`src/design/cpsfc_pkg.sv`:
```
/*
 Constants, types and register map of the card power switch control block.
 Assumes a 125 MHz system clock and comparator flags from the analog side.
*/
// Functional notes
// - Suspend input high applies normal latch, else suspend.
// - Alert low on limiting, lockout or thermal.
// - Alert pin is open-drain, pull or release.
// - Modes are normal, standby and shutdown only.
// - Standby: outputs grounded or floating, never on rails.
// - Logic supply low enters shutdown, outputs float.
// - Overcurrent turns switch off briefly, then ramps on.
// - Overcurrent beyond 2 us latches alert low.
// - Above 150 C open every switch, assert alert.
// - Release thermal trip only below 130 C.
// - Rail below 1.5 V floats channels using it.
// - Programming switch arms above 8 V, drops below 2 V.
// - Logic supply below 2.3 V floats all outputs.
// - Address pin picks the channel write address pair.
// - Command MSB picks operation or suspend latch.
// - Float bit overrides the on bit per output.
// - Channel A mask bit suppresses alert for both.
package cpsfc_pkg;
  // ****************************************************************
  // Timing.
  // ****************************************************************
  localparam int CLK_MHZ     = 125;
  localparam int OC_OFF_NS   = 1000;
  localparam int OC_LATCH_NS = 2000;
  localparam logic [8:0] OC_OFF_CYC   = 9'((OC_OFF_NS * CLK_MHZ + 999) / 1000);
  localparam logic [8:0] OC_LATCH_CYC = 9'((OC_LATCH_NS * CLK_MHZ) / 1000);
  // ****************************************************************
  // Command byte fields.
  // ****************************************************************
  localparam int B_OPSEL   = 7;
  localparam int B_CARD_ON = 6;
  localparam int B_CARD_LO = 5;
  localparam int B_CARD_FL = 4;
  localparam int B_PROG_ON = 3;
  localparam int B_PROG_PG = 2;
  localparam int B_PROG_FL = 1;
  localparam int B_MASK    = 0;
  localparam logic [7:0] LATCH_RST = 8'h00;
  localparam logic [4:0] CHAN_ADDR_BASE = 5'h14;
  // ****************************************************************
  // Synchroniser bit positions.
  // ****************************************************************
  localparam int IN_SUSP = 0;
  localparam int IN_ADR  = 1;
  localparam int IN_SCL  = 2;
  localparam int IN_SDA  = 3;
  localparam int IN_TTRP = 4;
  localparam int IN_TREL = 5;
  localparam int IN_HRLO = 6;
  localparam int IN_LRLO = 7;
  localparam int IN_LGLO = 8;
  localparam int IN_OC   = 9;
  localparam int IN_P8   = 13;
  localparam int IN_P2   = 15;
  localparam int SYNC_W  = 17;
  // ****************************************************************
  // Register map and status bits.
  // ****************************************************************
  localparam logic [7:0] ADDR_APPLIED = 8'h00;
  localparam logic [7:0] ADDR_LATCH   = 8'h04;
  localparam logic [7:0] ADDR_STATUS  = 8'h08;
  localparam logic [7:0] ADDR_IRQ_EN  = 8'h0C;
  localparam logic [7:0] ADDR_IRQ_CLR = 8'h10;
  localparam int ST_OCA = 0;
  localparam int ST_OCB = 1;
  localparam int ST_THM = 2;
  localparam int ST_UV  = 3;
  localparam int ST_CMD = 4;
  localparam int ST_W   = 5;
  typedef enum logic [1:0] {MODE_NORMAL, MODE_STANDBY, MODE_SHUTDOWN}
    cpsfc_mode_t;
  typedef enum logic [2:0] {RX_IDLE, RX_ADDR, RX_ACK1, RX_DATA, RX_ACK2,
    RX_WAIT} cpsfc_rx_t;
endpackage : cpsfc_pkg

```
`src/design/cpsfc_cmd_if.sv`:
```
/*
 Carrier for a received channel command.
 Assumes one clock domain shared by sender and receiver.
*/
`timescale 1ns/1ps
interface cpsfc_cmd_if;
  logic       cmdValid;
  logic       cmdChanB;
  logic [7:0] cmdByte;
  modport rx (output cmdValid, output cmdChanB, output cmdByte);
  modport core (input cmdValid, input cmdChanB, input cmdByte);
endinterface : cpsfc_cmd_if

```
`src/design/cpsfc_top.sv`:
```
/*
 Control and fault logic of a dual-channel card socket power switch.
 Assumes analog comparators deliver asynchronous flags and APB software.
*/
`timescale 1ns/1ps
module cpsfc_top (
  // Clock and reset.
  input  wire logic                  clk_sys,
  input  wire logic                  rst,
  // APB slave.
  input  wire logic [7:0]            paddr,
  input  wire logic                  psel,
  input  wire logic                  penable,
  input  wire logic                  pwrite,
  input  wire logic [31:0]           pwdata,
  output logic      [31:0]           prdata,
  output logic                       pready,
  output logic                       pslverr,
  output logic                       irq,
  // Management pins.
  input  wire logic                  suspendSelectInput,
  input  wire logic                  addrSelectIn,
  input  wire logic                  smbClkIn,
  input  wire logic                  smbDataIn,
  output logic                       smbDataOut,
  output logic                       smbDataOe,
  output logic                       faultAlertOutput,
  output logic                       faultAlertOe,
  // Comparator flags.
  input  wire logic                  tempTripIn,
  input  wire logic                  tempReleaseIn,
  input  wire logic                  highRailInputLow,
  input  wire logic                  lowRailInputLow,
  input  wire logic                  logicSupplyLow,
  input  wire logic [3:0]            overCurrentIn,
  input  wire logic [1:0]            progSupplyInputAbove8,
  input  wire logic [1:0]            progSupplyInputBelow2,
  // Switch drives, index is channel; softStart index is switch (cards 0-1, programming 2-3).
  output logic      [1:0]            cardSupplyOutHigh,
  output logic      [1:0]            cardSupplyOutLow,
  output logic      [1:0]            cardSupplyOutGnd,
  output logic      [1:0]            progSupplyOutPgm,
  output logic      [1:0]            progSupplyOutCard,
  output logic      [1:0]            progSupplyOutGnd,
  output logic      [3:0]            softStart,
  output cpsfc_pkg::cpsfc_mode_t     opMode
);
  import cpsfc_pkg::*;
  // ****************************************************************
  // Input synchronisation and command receiver.
  // ****************************************************************
  logic [SYNC_W-1:0] sv;
  logic [3:0]        oc;
  cpsfc_cmd_if cmdBus ();
  cpsfc_sync #(.W(SYNC_W)) uSync (
    .clk_sys (clk_sys),
    .rst     (rst),
    .asyncIn ({progSupplyInputBelow2, progSupplyInputAbove8, overCurrentIn,
               logicSupplyLow, lowRailInputLow, highRailInputLow,
               tempReleaseIn, tempTripIn, smbDataIn, smbClkIn,
               addrSelectIn, suspendSelectInput}),
    .syncOut (sv)
  );
  logic rxOe;
  cpsfc_smbus_rx uRx (
    .clk_sys (clk_sys),
    .rst     (rst),
    .scl     (sv[IN_SCL]),
    .sda     (sv[IN_SDA]),
    .adrSel  (sv[IN_ADR]),
    .sdaOe   (rxOe),
    .cmd     (cmdBus.rx)
  );
  assign oc = sv[IN_OC +: 4];
  // ****************************************************************
  // State.
  // ****************************************************************
  logic [7:0]      normReg [2];
  logic [7:0]      normNext [2];
  logic [7:0]      suspReg [2];
  logic [7:0]      suspNext [2];
  logic [7:0]      applied [2];
  logic [8:0]      offReg [4];
  logic [8:0]      offNext [4];
  logic [8:0]      runReg [4];
  logic [8:0]      runNext [4];
  logic [3:0]      persist;
  logic [3:0]      swOn, swOnNext;
  logic [1:0]      armedReg, armedNext;
  logic            thermReg, thermNext;
  logic [ST_W-1:0] statusReg, statusNext, statusSet, statusClr;
  logic [ST_W-1:0] enReg, enNext;
  logic [1:0]      cHiReg, cHiNext, cLoReg, cLoNext, cGndReg, cGndNext;
  logic [1:0]      pPgReg, pPgNext, pCdReg, pCdNext, pGndReg, pGndNext;
  logic [3:0]      softReg, softNext;
  cpsfc_mode_t     modeReg, modeNext;
  logic            alertReg, alertNext;
  logic            irqReg, irqNext;
  logic            sdaOeReg;
  logic            limiting, uvAny;
  logic            cFl, pFl, cUv, pUv;
  logic [31:0]     rdataReg, rdataNext;
  logic            readyReg, readyNext, errReg, errNext;
  logic            apbDone, mapped;
  // ****************************************************************
  // Latches and applied setting.
  // ****************************************************************
  always_comb begin
    for (int c = 0; c < 2; c++) begin
      normNext[c] = normReg[c];
      suspNext[c] = suspReg[c];
      if (cmdBus.cmdValid && (cmdBus.cmdChanB == c[0])) begin
        if (cmdBus.cmdByte[B_OPSEL]) begin
          normNext[c] = cmdBus.cmdByte;
        end else begin
          suspNext[c] = cmdBus.cmdByte;
        end
      end
      applied[c] = sv[IN_SUSP] ? normReg[c] : suspReg[c];
    end
  end
  // ****************************************************************
  // Fault detection and switch drive.
  // ****************************************************************
  always_comb begin
    thermNext = thermReg;
    if (sv[IN_TTRP]) begin
      thermNext = 1'b1;
    end else if (sv[IN_TREL]) begin
      thermNext = 1'b0;
    end
    limiting = 1'b0;
    for (int i = 0; i < 4; i++) begin
      runNext[i] = 9'h000;
      if (oc[i]) begin
        runNext[i] = (runReg[i] == OC_LATCH_CYC) ? runReg[i]
          : runReg[i] + 9'h001;
      end
      persist[i] = oc[i] && (runReg[i] == OC_LATCH_CYC);
      offNext[i] = 9'h000;
      if (offReg[i] != 9'h000) begin
        offNext[i] = offReg[i] - 9'h001;
      end else if (oc[i] && swOn[i]) begin
        offNext[i] = OC_OFF_CYC;
      end
      limiting = limiting | oc[i] | (offReg[i] != 9'h000);
    end
    uvAny = 1'b0;
    for (int c = 0; c < 2; c++) begin
      armedNext[c] = armedReg[c];
      if (sv[IN_P8 + c]) begin
        armedNext[c] = 1'b1;
      end else if (sv[IN_P2 + c]) begin
        armedNext[c] = 1'b0;
      end
      cUv = applied[c][B_CARD_ON] && !applied[c][B_CARD_FL] &&
        (applied[c][B_CARD_LO] ? sv[IN_LRLO] : sv[IN_HRLO]);
      pUv = applied[c][B_PROG_ON] && !applied[c][B_PROG_FL] &&
        applied[c][B_PROG_PG] && !armedNext[c];
      uvAny = uvAny | cUv | pUv;
      cFl = sv[IN_LGLO] || thermNext || applied[c][B_CARD_FL] || cUv;
      pFl = sv[IN_LGLO] || thermNext || applied[c][B_PROG_FL] || pUv;
      cGndNext[c] = !cFl && !applied[c][B_CARD_ON];
      pGndNext[c] = !pFl && !applied[c][B_PROG_ON];
      cHiNext[c] = !cFl && applied[c][B_CARD_ON] && !applied[c][B_CARD_LO]
        && (offReg[c] == 9'h000);
      cLoNext[c] = !cFl && applied[c][B_CARD_ON] && applied[c][B_CARD_LO]
        && (offReg[c] == 9'h000);
      pPgNext[c] = !pFl && applied[c][B_PROG_ON] && applied[c][B_PROG_PG]
        && (offReg[c + 2] == 9'h000);
      pCdNext[c] = !pFl && applied[c][B_PROG_ON] && !applied[c][B_PROG_PG]
        && (offReg[c + 2] == 9'h000);
    end
    swOnNext = {pPgNext[1] | pCdNext[1], pPgNext[0] | pCdNext[0],
                cHiNext[1] | cLoNext[1], cHiNext[0] | cLoNext[0]};
    softNext = swOnNext & ~swOn;
    if (sv[IN_LGLO]) begin
      modeNext = MODE_SHUTDOWN;
    end else if (swOnNext == 4'h0) begin
      modeNext = MODE_STANDBY;
    end else begin
      modeNext = MODE_NORMAL;
    end
    alertNext = !applied[0][B_MASK] && (limiting || uvAny || thermNext ||
      statusReg[ST_OCA] || statusReg[ST_OCB]);
  end
  // ****************************************************************
  // Register bus and interrupts.
  // ****************************************************************
  always_comb begin
    readyNext = psel && penable && !readyReg;
    apbDone   = psel && penable && readyReg;
    mapped = (paddr == ADDR_APPLIED) || (paddr == ADDR_LATCH) ||
      (paddr == ADDR_STATUS) || (paddr == ADDR_IRQ_EN) ||
      (paddr == ADDR_IRQ_CLR);
    errNext   = readyNext && !mapped;
    rdataNext = 32'h0000_0000;
    if (readyNext && !pwrite) begin
      case (paddr)
        ADDR_APPLIED: rdataNext = {14'h0000, modeReg, applied[1],
                                   applied[0]};
        ADDR_LATCH:   rdataNext = {suspReg[1], suspReg[0], normReg[1],
                                   normReg[0]};
        ADDR_STATUS:  rdataNext = {27'h000_0000, statusReg};
        ADDR_IRQ_EN:  rdataNext = {27'h000_0000, enReg};
        default:      rdataNext = 32'h0000_0000;
      endcase
    end
    enNext    = enReg;
    statusClr = '0;
    if (apbDone && pwrite && paddr == ADDR_IRQ_EN) begin
      enNext = pwdata[ST_W-1:0];
    end
    if (apbDone && pwrite && paddr == ADDR_IRQ_CLR) begin
      statusClr = pwdata[ST_W-1:0];
    end
    statusSet = '0;
    statusSet[ST_OCA] = persist[0] | persist[2];
    statusSet[ST_OCB] = persist[1] | persist[3];
    statusSet[ST_THM] = thermNext & ~thermReg;
    statusSet[ST_UV]  = uvAny;
    statusSet[ST_CMD] = cmdBus.cmdValid;
    statusNext = (statusReg & ~statusClr) | statusSet;
    irqNext    = |(statusReg & enReg);
  end
  always_ff @(posedge clk_sys) begin
    if (rst) begin
      for (int c = 0; c < 2; c++) begin
        normReg[c] <= LATCH_RST;
        suspReg[c] <= LATCH_RST;
      end
      for (int i = 0; i < 4; i++) begin
        offReg[i] <= 9'h000;
        runReg[i] <= 9'h000;
      end
      armedReg  <= 2'h0;
      thermReg  <= 1'b0;
      statusReg <= '0;
      enReg     <= '0;
      cHiReg    <= 2'h0;
      cLoReg    <= 2'h0;
      cGndReg   <= 2'h0;
      pPgReg    <= 2'h0;
      pCdReg    <= 2'h0;
      pGndReg   <= 2'h0;
      swOn      <= 4'h0;
      softReg   <= 4'h0;
      modeReg   <= MODE_SHUTDOWN;
      alertReg  <= 1'b0;
      irqReg    <= 1'b0;
      sdaOeReg  <= 1'b0;
      rdataReg  <= 32'h0000_0000;
      readyReg  <= 1'b0;
      errReg    <= 1'b0;
    end else begin
      normReg   <= normNext;
      suspReg   <= suspNext;
      offReg    <= offNext;
      runReg    <= runNext;
      armedReg  <= armedNext;
      thermReg  <= thermNext;
      statusReg <= statusNext;
      enReg     <= enNext;
      cHiReg    <= cHiNext;
      cLoReg    <= cLoNext;
      cGndReg   <= cGndNext;
      pPgReg    <= pPgNext;
      pCdReg    <= pCdNext;
      pGndReg   <= pGndNext;
      swOn      <= swOnNext;
      softReg   <= softNext;
      modeReg   <= modeNext;
      alertReg  <= alertNext;
      irqReg    <= irqNext;
      sdaOeReg  <= rxOe;
      rdataReg  <= rdataNext;
      readyReg  <= readyNext;
      errReg    <= errNext;
    end
  end
  assign prdata            = rdataReg;
  assign pready            = readyReg;
  assign pslverr           = errReg;
  assign irq               = irqReg;
  assign smbDataOut        = 1'b0;
  assign smbDataOe         = sdaOeReg;
  assign faultAlertOutput  = 1'b0;
  assign faultAlertOe      = alertReg;
  assign cardSupplyOutHigh = cHiReg;
  assign cardSupplyOutLow  = cLoReg;
  assign cardSupplyOutGnd  = cGndReg;
  assign progSupplyOutPgm  = pPgReg;
  assign progSupplyOutCard = pCdReg;
  assign progSupplyOutGnd  = pGndReg;
  assign softStart         = softReg;
  assign opMode            = modeReg;

  logic [11:0] allOut;
  assign allOut = {cHiReg, cLoReg, cGndReg, pPgReg, pCdReg, pGndReg};
endmodule : cpsfc_top

```
`src/design/cpsfc_sync.sv`:
```
/*
 Two-flop synchroniser of a vector of asynchronous levels.
 Assumes each bit is an independent level.
*/
`timescale 1ns/1ps
module cpsfc_sync #(
  parameter int W = 1
) (
  // Clock and reset.
  input  wire logic         clk_sys,
  input  wire logic         rst,
  // Levels.
  input  wire logic [W-1:0] asyncIn,
  output logic      [W-1:0] syncOut
);
  logic [W-1:0] stage1Reg;
  logic [W-1:0] stage1Next;
  logic [W-1:0] stage2Reg;
  logic [W-1:0] stage2Next;
  always_comb begin
    stage1Next = asyncIn;
    stage2Next = stage1Reg;
  end
  always_ff @(posedge clk_sys) begin
    if (rst) begin
      stage1Reg <= '0;
      stage2Reg <= '0;
    end else begin
      stage1Reg <= stage1Next;
      stage2Reg <= stage2Next;
    end
  end
  assign syncOut = stage2Reg;
endmodule : cpsfc_sync

```
`src/design/cpsfc_smbus_rx.sv`:
```
/*
 Write-only two-wire slave: address, one command byte, stop.
 Assumes clock and data already synchronised to clk_sys.
*/
`timescale 1ns/1ps
module cpsfc_smbus_rx
  import cpsfc_pkg::*;
(
  // Clock and reset.
  input  wire logic   clk_sys,
  input  wire logic   rst,
  // Bus lines and address pin.
  input  wire logic   scl,
  input  wire logic   sda,
  input  wire logic   adrSel,
  output logic        sdaOe,
  // Received command.
  cpsfc_cmd_if.rx     cmd
);
  cpsfc_rx_t  stateReg, stateNext;
  logic [3:0] bitReg, bitNext;
  logic [7:0] shiftReg, shiftNext;
  logic       chanReg, chanNext;
  logic       oeReg, oeNext;
  logic       validReg, validNext;
  logic       sclPrev, sdaPrev;
  logic       sclRise, sclFall, startCond, stopCond, match;
  always_comb begin
    sclRise   = scl & ~sclPrev;
    sclFall   = ~scl & sclPrev;
    startCond = scl & sclPrev & sdaPrev & ~sda;
    stopCond  = scl & sclPrev & ~sdaPrev & sda;
    match = (shiftReg[7:3] == CHAN_ADDR_BASE) && (shiftReg[2] == adrSel)
      && !shiftReg[0];
    stateNext = stateReg;
    bitNext   = bitReg;
    shiftNext = shiftReg;
    chanNext  = chanReg;
    oeNext    = oeReg;
    validNext = 1'b0;
    if (startCond) begin
      stateNext = RX_ADDR;
      bitNext   = 4'h0;
      oeNext    = 1'b0;
    end else if (stopCond) begin
      validNext = (stateReg == RX_WAIT);
      stateNext = RX_IDLE;
      oeNext    = 1'b0;
    end else begin
      if (sclRise && (stateReg == RX_ADDR || stateReg == RX_DATA)) begin
        shiftNext = {shiftReg[6:0], sda};
        bitNext   = bitReg + 4'h1;
      end
      case (stateReg)
        RX_ADDR: if (sclFall && bitReg == 4'h8) begin
          stateNext = match ? RX_ACK1 : RX_IDLE;
          oeNext    = match;
          chanNext  = shiftReg[1];
        end
        RX_ACK1: if (sclFall) begin
          stateNext = RX_DATA;
          bitNext   = 4'h0;
          oeNext    = 1'b0;
        end
        RX_DATA: if (sclFall && bitReg == 4'h8) begin
          stateNext = RX_ACK2;
          oeNext    = 1'b1;
        end
        RX_ACK2: if (sclFall) begin
          stateNext = RX_WAIT;
          oeNext    = 1'b0;
        end
        default: ;
      endcase
    end
  end
  always_ff @(posedge clk_sys) begin
    if (rst) begin
      stateReg <= RX_IDLE;
      bitReg   <= 4'h0;
      shiftReg <= 8'h00;
      chanReg  <= 1'b0;
      oeReg    <= 1'b0;
      validReg <= 1'b0;
      sclPrev  <= 1'b1;
      sdaPrev  <= 1'b1;
    end else begin
      stateReg <= stateNext;
      bitReg   <= bitNext;
      shiftReg <= shiftNext;
      chanReg  <= chanNext;
      oeReg    <= oeNext;
      validReg <= validNext;
      sclPrev  <= scl;
      sdaPrev  <= sda;
    end
  end
  assign sdaOe        = oeReg;
  assign cmd.cmdValid = validReg;
  assign cmd.cmdChanB = chanReg;
  assign cmd.cmdByte  = shiftReg;
endmodule : cpsfc_smbus_rx

```
`config.mk`:
```
export PLATFORM = sky130hd
export DESIGN_NAME = cpsfc_top
export DESIGN_NICKNAME = d
export VERILOG_FILES = /design/src/design/cpsfc_pkg.sv /design/src/design/cpsfc_cmd_if.sv /design/src/design/cpsfc_top.sv /design/src/design/cpsfc_sync.sv /design/src/design/cpsfc_smbus_rx.sv
export SDC_FILE = /design/constraint.sdc
export NUM_CORES = 1
export LEC_CHECK = 0
export BUFFER_PORTS_ARGS = -buffer_cell sky130_fd_sc_hd__buf_2
export CORE_ASPECT_RATIO = 1.4
export CORE_MARGIN = 2
export CORE_UTILIZATION = 30
export CTS_BUF_LIST = sky130_fd_sc_hd__clkbuf_4 sky130_fd_sc_hd__clkbuf_8
export DETAILED_ROUTE_END_ITERATION = 10
export GPL_TIMING_DRIVEN = 0
export PLACE_DENSITY = 0.53
export RECOVER_POWER = 25
export SYNTH_ARGS = -nofsm -noshare
export SYNTH_HDL_FRONTEND = slang
export SYNTH_SLANG_ARGS = --single-unit
```
`constraint.sdc`:
```
create_clock -name clk_sys -period 3.6 [get_ports clk_sys]
set_input_delay 0.18 -clock clk_sys [delete_from_list [all_inputs] [get_ports clk_sys]]
set_output_delay 0.18 -clock clk_sys [all_outputs]
set_load 0.02 [all_outputs]
```
==> report_table.html <==
<table>
<tr><th>Metric</th><th>Value</th></tr>
<tr><th colspan="2">STA</th></tr>
<tr><td>Max Clock Freq</td><td>345 MHz</td></tr>
<tr><td>Fin crit share</td><td>80.6%</td></tr>
<tr><td>Crit path time final</td><td>slightly below 3 ns</td></tr>
<tr><td>Worst hold margin</td><td>about 0.10 ns</td></tr>
<tr><td>Max-slew violation count</td><td>0</td></tr>
<tr><td>Least-Margin Pin Slew</td><td>1.08 ns</td></tr>
<tr><td>Tightest slew margin relative to the limit</td><td>27.6%</td></tr>
<tr><td>Hold Vio Cnt, Final</td><td>0</td></tr>
<tr><td>Unrepaired setup endpoints after global routing</td><td>false</td></tr>
<tr><td>Post-route worst setup slack</td><td>about 0.7 ns</td></tr>
<tr><td>Total negative slack</td><td>0 ns</td></tr>
<tr><td>Fin Clk Skew</td><td>approximately 0.018 ns</td></tr>
<tr><td>Count of final setup violators</td><td>0</td></tr>
<tr><th colspan="2">Global routing</th></tr>
<tr><td>Number of global-route vias before repair</td><td>about 6,700</td></tr>
<tr><td>Wire length of the first global-routing pass</td><td>33,900 um</td></tr>
<tr><td>Total gr overflow</td><td>0</td></tr>
<tr><td>Pin count of the biggest net entering global routing</td><td>11</td></tr>
<tr><td>Number of antenna violations at the first check in global routing</td><td>0</td></tr>
<tr><td>Total routing usage reported by global routing</td><td>between 10% and 20%</td></tr>
<tr><th colspan="2">Die</th></tr>
<tr><td>Core box area</td><td>0.0285 mm2</td></tr>
<tr><td>Initial Util</td><td>between 30% and 40%</td></tr>
<tr><td>Rows</td><td>73</td></tr>
<tr><td>Chip width</td><td>between 100 and 150 um</td></tr>
<tr><td>Die Ht</td><td>~210 um</td></tr>
<tr><td>Area of the die</td><td>around 0.030 mm2</td></tr>
<tr><td>Number of primary I/O pins</td><td>119</td></tr>
<tr><th colspan="2">Clock tree</th></tr>
<tr><td>Num CTS Buffers</td><td>37</td></tr>
<tr><td>Level count of the clock H-tree</td><td>2</td></tr>
<tr><td>Clock tree from TritonCTS</td><td>built</td></tr>
<tr><td>Maximum buffer depth of the clock tree</td><td>3</td></tr>
<tr><td>Root buffer cell</td><td>sky130_fd_sc_hd__clkbuf_8</td></tr>
<tr><td>Clock net sink count</td><td>226</td></tr>
<tr><td>Clk_lat worst skew</td><td>about 0.54 ns</td></tr>
<tr><td>Clock-pin slew on the worst setup and hold paths</td><td>0.06 ns</td></tr>
<tr><td>Total setup buffers inserted after CTS</td><td>0</td></tr>
<tr><th colspan="2">Routing</th></tr>
<tr><td>Vias per cell</td><td>roughly 4.5</td></tr>
<tr><td>Overall via count from detail_route</td><td>a little under 7,000</td></tr>
<tr><td>Post-Route WL</td><td>~21,000 um</td></tr>
<tr><td>Routed wire length per instance</td><td>14.3 um</td></tr>
<tr><td>Violation count after the first detailed-route iteration</td><td>252</td></tr>
<tr><td>Post-route antenna net violation count</td><td>0</td></tr>
<tr><td>Detailed-routing iteration count for the pre-antenna-repair pass</td><td>4</td></tr>
<tr><td>Detailed-route DRC error count</td><td>0</td></tr>
<tr><th colspan="2">Finish</th></tr>
<tr><td>Count of nets after finishing</td><td>1,165</td></tr>
<tr><td>Count of inserted antenna diode cells</td><td>0</td></tr>
<tr><td>Area taken by flip-flops and latches</td><td>0.00452 mm2</td></tr>
<tr><td>Fraction of layout cells with a size suffix above 1</td><td>between 10% and 20%</td></tr>
<tr><td>Non-filler instance count after layout</td><td>between 1,000 and 1,500</td></tr>
<tr><td>Multi-input gate area in the final layout</td><td>0.00391 mm2</td></tr>
<tr><td>Area delta synth-&gt;final</td><td>23.0%</td></tr>
<tr><td>Number of inserted filler cells in the final layout</td><td>2,936</td></tr>
<tr><th colspan="2">Logic synthesis</th></tr>
<tr><td>Seq/Total Area, Yosys</td><td>between 50% and 60%</td></tr>
<tr><td>Post-synth design cell area</td><td>slightly below 0.009 mm2</td></tr>
<tr><td>Library cells used by synthesis</td><td>between 50 and 60</td></tr>
<tr><td>Synthesized instance count</td><td>931</td></tr>
<tr><td>Synthesis warning total</td><td>0</td></tr>
<tr><td>Dominant register cell in the synthesized netlist</td><td>sky130_fd_sc_hd__dfxtp_1</td></tr>
<tr><td>Count of flip-flops with a built-in enable after synthesis</td><td>0</td></tr>
<tr><td>Number of register bits inferred by synthesis</td><td>approximately 230</td></tr>
<tr><td>Proportion of register bits with asynchronous set or reset after synthesis</td><td>0%</td></tr>
<tr><td>Mean cell area of the mapped netlist</td><td>approximately 9.4 um2</td></tr>
<tr><th colspan="2">Worst setup path</th></tr>
<tr><td>Maximum single-stage delay on the critical path</td><td>about 0.54 ns</td></tr>
<tr><td>Depth of the most critical reg-to-reg path</td><td>7</td></tr>
<tr><td>Critical path startpoint category</td><td>flip-flop</td></tr>
<tr><td>Worst reg2reg endpoint</td><td>faultAlertOe$_SDFF_PP0_</td></tr>
<tr><td>CP max-delay cell</td><td>sky130_fd_sc_hd__nor4b_1</td></tr>
<tr><td>Cell type group with the largest total delay on the critical path</td><td>buffers and inverters</td></tr>
<tr><td>Origin of the critical flop-to-flop path</td><td>uSync.syncOut[0]$_SDFF_PP0_</td></tr>
<tr><td>Launching element of the worst setup path</td><td>uSync.syncOut[0]$_SDFF_PP0_</td></tr>
<tr><td>Levels on crit path</td><td>7</td></tr>
<tr><td>Most numerous cell on the critical path</td><td>sky130_fd_sc_hd__buf_1</td></tr>
<tr><td>Data required time at the worst endpoint</td><td>slightly below 4 ns</td></tr>
<tr><td>Number of buffers and inverters on the critical path</td><td>3</td></tr>
<tr><td>Reg2Reg Setup Slack</td><td>between 0.6 and 0.7 ns</td></tr>
<tr><td>WS Path Type</td><td>reg2reg</td></tr>
<tr><td>Arrival time worst endpoint</td><td>around 3.3 ns</td></tr>
<tr><td>Worst path cell trace</td><td>clkbuf_1 &gt; buf_1 &gt; buf_1 &gt; o21ai_0 &gt; nand2_1 &gt; nor4b_1 &gt; a21oi_1</td></tr>
<tr><td>Largest driver fanout on the critical path</td><td>10</td></tr>
<tr><td>Crit. End Element</td><td>flip-flop</td></tr>
<tr><th colspan="2">Placed design</th></tr>
<tr><td>Setup slack after placement</td><td>0.805 ns</td></tr>
<tr><td>DP Wirelength</td><td>around 16,000 um</td></tr>
<tr><td>Port-buffer cells</td><td>86</td></tr>
<tr><td>Number of placed cells counting well taps</td><td>approximately 1,400</td></tr>
<tr><td>Final Wtd Congestion</td><td>roughly 0.77</td></tr>
<tr><th colspan="2">Min path</th></tr>
<tr><td>Worst Hold Endpoint</td><td>prdata[6]$_SDFF_PP0_</td></tr>
<tr><td>Class of the most critical hold timing path</td><td>in2reg</td></tr>
<tr><td>HP Start</td><td>paddr[3]</td></tr>
<tr><td>Hold Path Stages</td><td>3</td></tr>
<tr><th colspan="2">Status</th></tr>
<tr><td>Result of the run</td><td>finished clean</td></tr>
<tr><th colspan="2">Power and ir drop</th></tr>
<tr><td>Worst supply voltage drop on vdd</td><td>0.000248 V</td></tr>
<tr><td>Static power due to leakage</td><td>roughly 4.3 nW</td></tr>
<tr><td>Power density cells</td><td>between 500 and 600 mW/mm2</td></tr>
<tr><td>Total power</td><td>6.26 mW</td></tr>
<tr><th colspan="2">Job</th></tr>
<tr><td>Max-cap violations</td><td>0</td></tr>
</table>
placed cells by master (no fill, tap or decap), types with 5 or more instances in the layout:
cell type,instances
sky130_fd_sc_hd__nor3b_1,10
sky130_fd_sc_hd__ha_1,17
sky130_fd_sc_hd__nand4_1,9
sky130_fd_sc_hd__nand3_1,16
sky130_fd_sc_hd__dfxtp_1,226
sky130_fd_sc_hd__nor4_1,12
sky130_fd_sc_hd__buf_2,65
sky130_fd_sc_hd__xnor2_1,38
sky130_fd_sc_hd__nand2b_1,16
sky130_fd_sc_hd__nor2_1,126
sky130_fd_sc_hd__nand3b_1,7
sky130_fd_sc_hd__nand4b_1,5
sky130_fd_sc_hd__or2_2,10
sky130_fd_sc_hd__mux2i_1,46
sky130_fd_sc_hd__and3_1,20
sky130_fd_sc_hd__xor2_1,20
sky130_fd_sc_hd__clkbuf_4,5
sky130_fd_sc_hd__a211oi_1,13
sky130_fd_sc_hd__a21oi_1,39
sky130_fd_sc_hd__nor2b_1,43
sky130_fd_sc_hd__clkbuf_8,52
sky130_fd_sc_hd__o21ai_0,33
sky130_fd_sc_hd__nor3_1,22
sky130_fd_sc_hd__or3_1,11
sky130_fd_sc_hd__nand2_1,67
sky130_fd_sc_hd__clkbuf_1,55
sky130_fd_sc_hd__dlygate4sd3_1,27
sky130_fd_sc_hd__a21oi_2,6
sky130_fd_sc_hd__inv_1,32
kinds of logic (layout without fill, tap and decap cells):
family | Yosys count | in the layout | share of synthesized area (%)
AO/OA/AOI/OAI | 108 | 108 | 7.43
XOR/XNOR | 58 | 58 | 5.82
adder cells (fa/ha/maj) | 17 | 17 | 2.44
buffers and inverters | 75 | 254 | 3.51
flip-flops | 226 | 226 | 51.9
multiplexers | 50 | 50 | 5.79
other | 1 | 4 | 0.0430
AND/OR/NAND/NOR | 396 | 396 | 23.1
Yosys cell counts (4+ instances only):
master / count / area [um2]
sky130_fd_sc_hd__buf_4: 4 / 30.0
sky130_fd_sc_hd__nand3_1: 16 / 80.1
sky130_fd_sc_hd__nor3_1: 22 / 110
sky130_fd_sc_hd__nand4_1: 9 / 56.3
sky130_fd_sc_hd__inv_1: 32 / 120
sky130_fd_sc_hd__a211oi_1: 13 / 97.6
sky130_fd_sc_hd__nor2b_1: 43 / 269
sky130_fd_sc_hd__nor2_1: 126 / 473
sky130_fd_sc_hd__nor3b_1: 10 / 75.1
sky130_fd_sc_hd__or2_2: 10 / 62.6
sky130_fd_sc_hd__nand3b_1: 7 / 52.6
sky130_fd_sc_hd__ha_1: 17 / 213
sky130_fd_sc_hd__or3_1: 11 / 68.8
sky130_fd_sc_hd__or4_1: 4 / 30.0
sky130_fd_sc_hd__xnor2_1: 38 / 333
sky130_fd_sc_hd__nor2_2: 4 / 25.0
sky130_fd_sc_hd__mux2_2: 4 / 45.0
sky130_fd_sc_hd__nand2_1: 67 / 251
sky130_fd_sc_hd__o21ai_0: 33 / 165
sky130_fd_sc_hd__a21oi_2: 6 / 52.6
sky130_fd_sc_hd__dfxtp_1: 226 / 4520
sky130_fd_sc_hd__a31oi_1: 4 / 25.0
sky130_fd_sc_hd__nand2b_1: 16 / 100
sky130_fd_sc_hd__clkbuf_1: 33 / 124
sky130_fd_sc_hd__nand4b_1: 5 / 43.8
sky130_fd_sc_hd__and2_1: 4 / 25.0
sky130_fd_sc_hd__nor4_1: 12 / 75.1
sky130_fd_sc_hd__a21oi_1: 39 / 195
sky130_fd_sc_hd__mux2i_1: 46 / 460
sky130_fd_sc_hd__xor2_1: 20 / 175
sky130_fd_sc_hd__and3_1: 20 / 125
area by class of cell:
cell class                 count  area share, %
sequential                   226           42.1
multi-input combinational    633           36.4
clock buffer                  57           7.02
timing repair buffer         113           6.27
tap                          375           4.37
buffer                        43           1.74
inverter                      32           1.12
clock inverter                 9          0.956
worst reg2reg max path, stage by stage (launching register included):
cell and delay, ns:
sky130_fd_sc_hd__dfxtp_1 0.31, sky130_fd_sc_hd__clkbuf_1 0.42, sky130_fd_sc_hd__buf_1 0.51, sky130_fd_sc_hd__buf_1 0.44
sky130_fd_sc_hd__o21ai_0 0.27, sky130_fd_sc_hd__nand2_1 0.10, sky130_fd_sc_hd__nor4b_1 0.54, sky130_fd_sc_hd__a21oi_1 0.18
worst max path at each step:
| stage | to | slack, ns |
|---|---|---|
| floorplan | prdata[10]$_SDFF_PP0_ | 1.55 |
| global placement | faultAlertOe$_SDFF_PP0_ | 0.77 |
| detailed placement | faultAlertOe$_SDFF_PP0_ | 0.81 |
| CTS | faultAlertOe$_SDFF_PP0_ | 0.80 |
| global route | faultAlertOe$_SDFF_PP0_ | 0.52 |
| finish | faultAlertOe$_SDFF_PP0_ | 0.70 |
sequential cells by signal (all words and copies together), names as in the netlist, 2 cells and up:
name,cells
suspReg,14
prdata,30
statusReg,5
uSync.stage1Reg,17
cardSupplyOutLow,2
uRx.stateReg,3
runReg,36
progSupplyOutCard,2
softStart,4
armedReg,2
offReg,36
cardSupplyOutGnd,2
uSync.syncOut,17
uRx.cmd.cmdByte,8
swOn,4
progSupplyOutGnd,2
uRx.bitReg,4
normReg,16
enReg,5
opMode,2
progSupplyOutPgm,2
cardSupplyOutHigh,2
metal layers:
layer / global-route usage [%] / vias up / routed length [um]
li1: - / 3442 / -
met1: 16.8 / 3134 / 9470
met2: 25.0 / 128 / 10400
met3: 2.33 / 44 / 794
met4: 5.58 / 0 / 597
met5: 0 / - / 0
power by group:
part           internal (mW)  switching (mW)
logic                  0.427           0.503
registers               2.69           0.138
clock network           1.48            1.03
through the flow:
stage,util (%),cell area (um2)
2_1_floorplan,-,8740
3_3_place_gp,33.8,9640
3_5_place_dp,33.8,9640
4_1_cts,37.8,10800
5_1_grt,37.7,10700
6_report,37.7,10700
repair_timing:
action	CTS	global route
hold buffers	27	0
hold endpoints to repair	29	0
gates resized for setup	0	0
(Power assumes the default switching activity.)
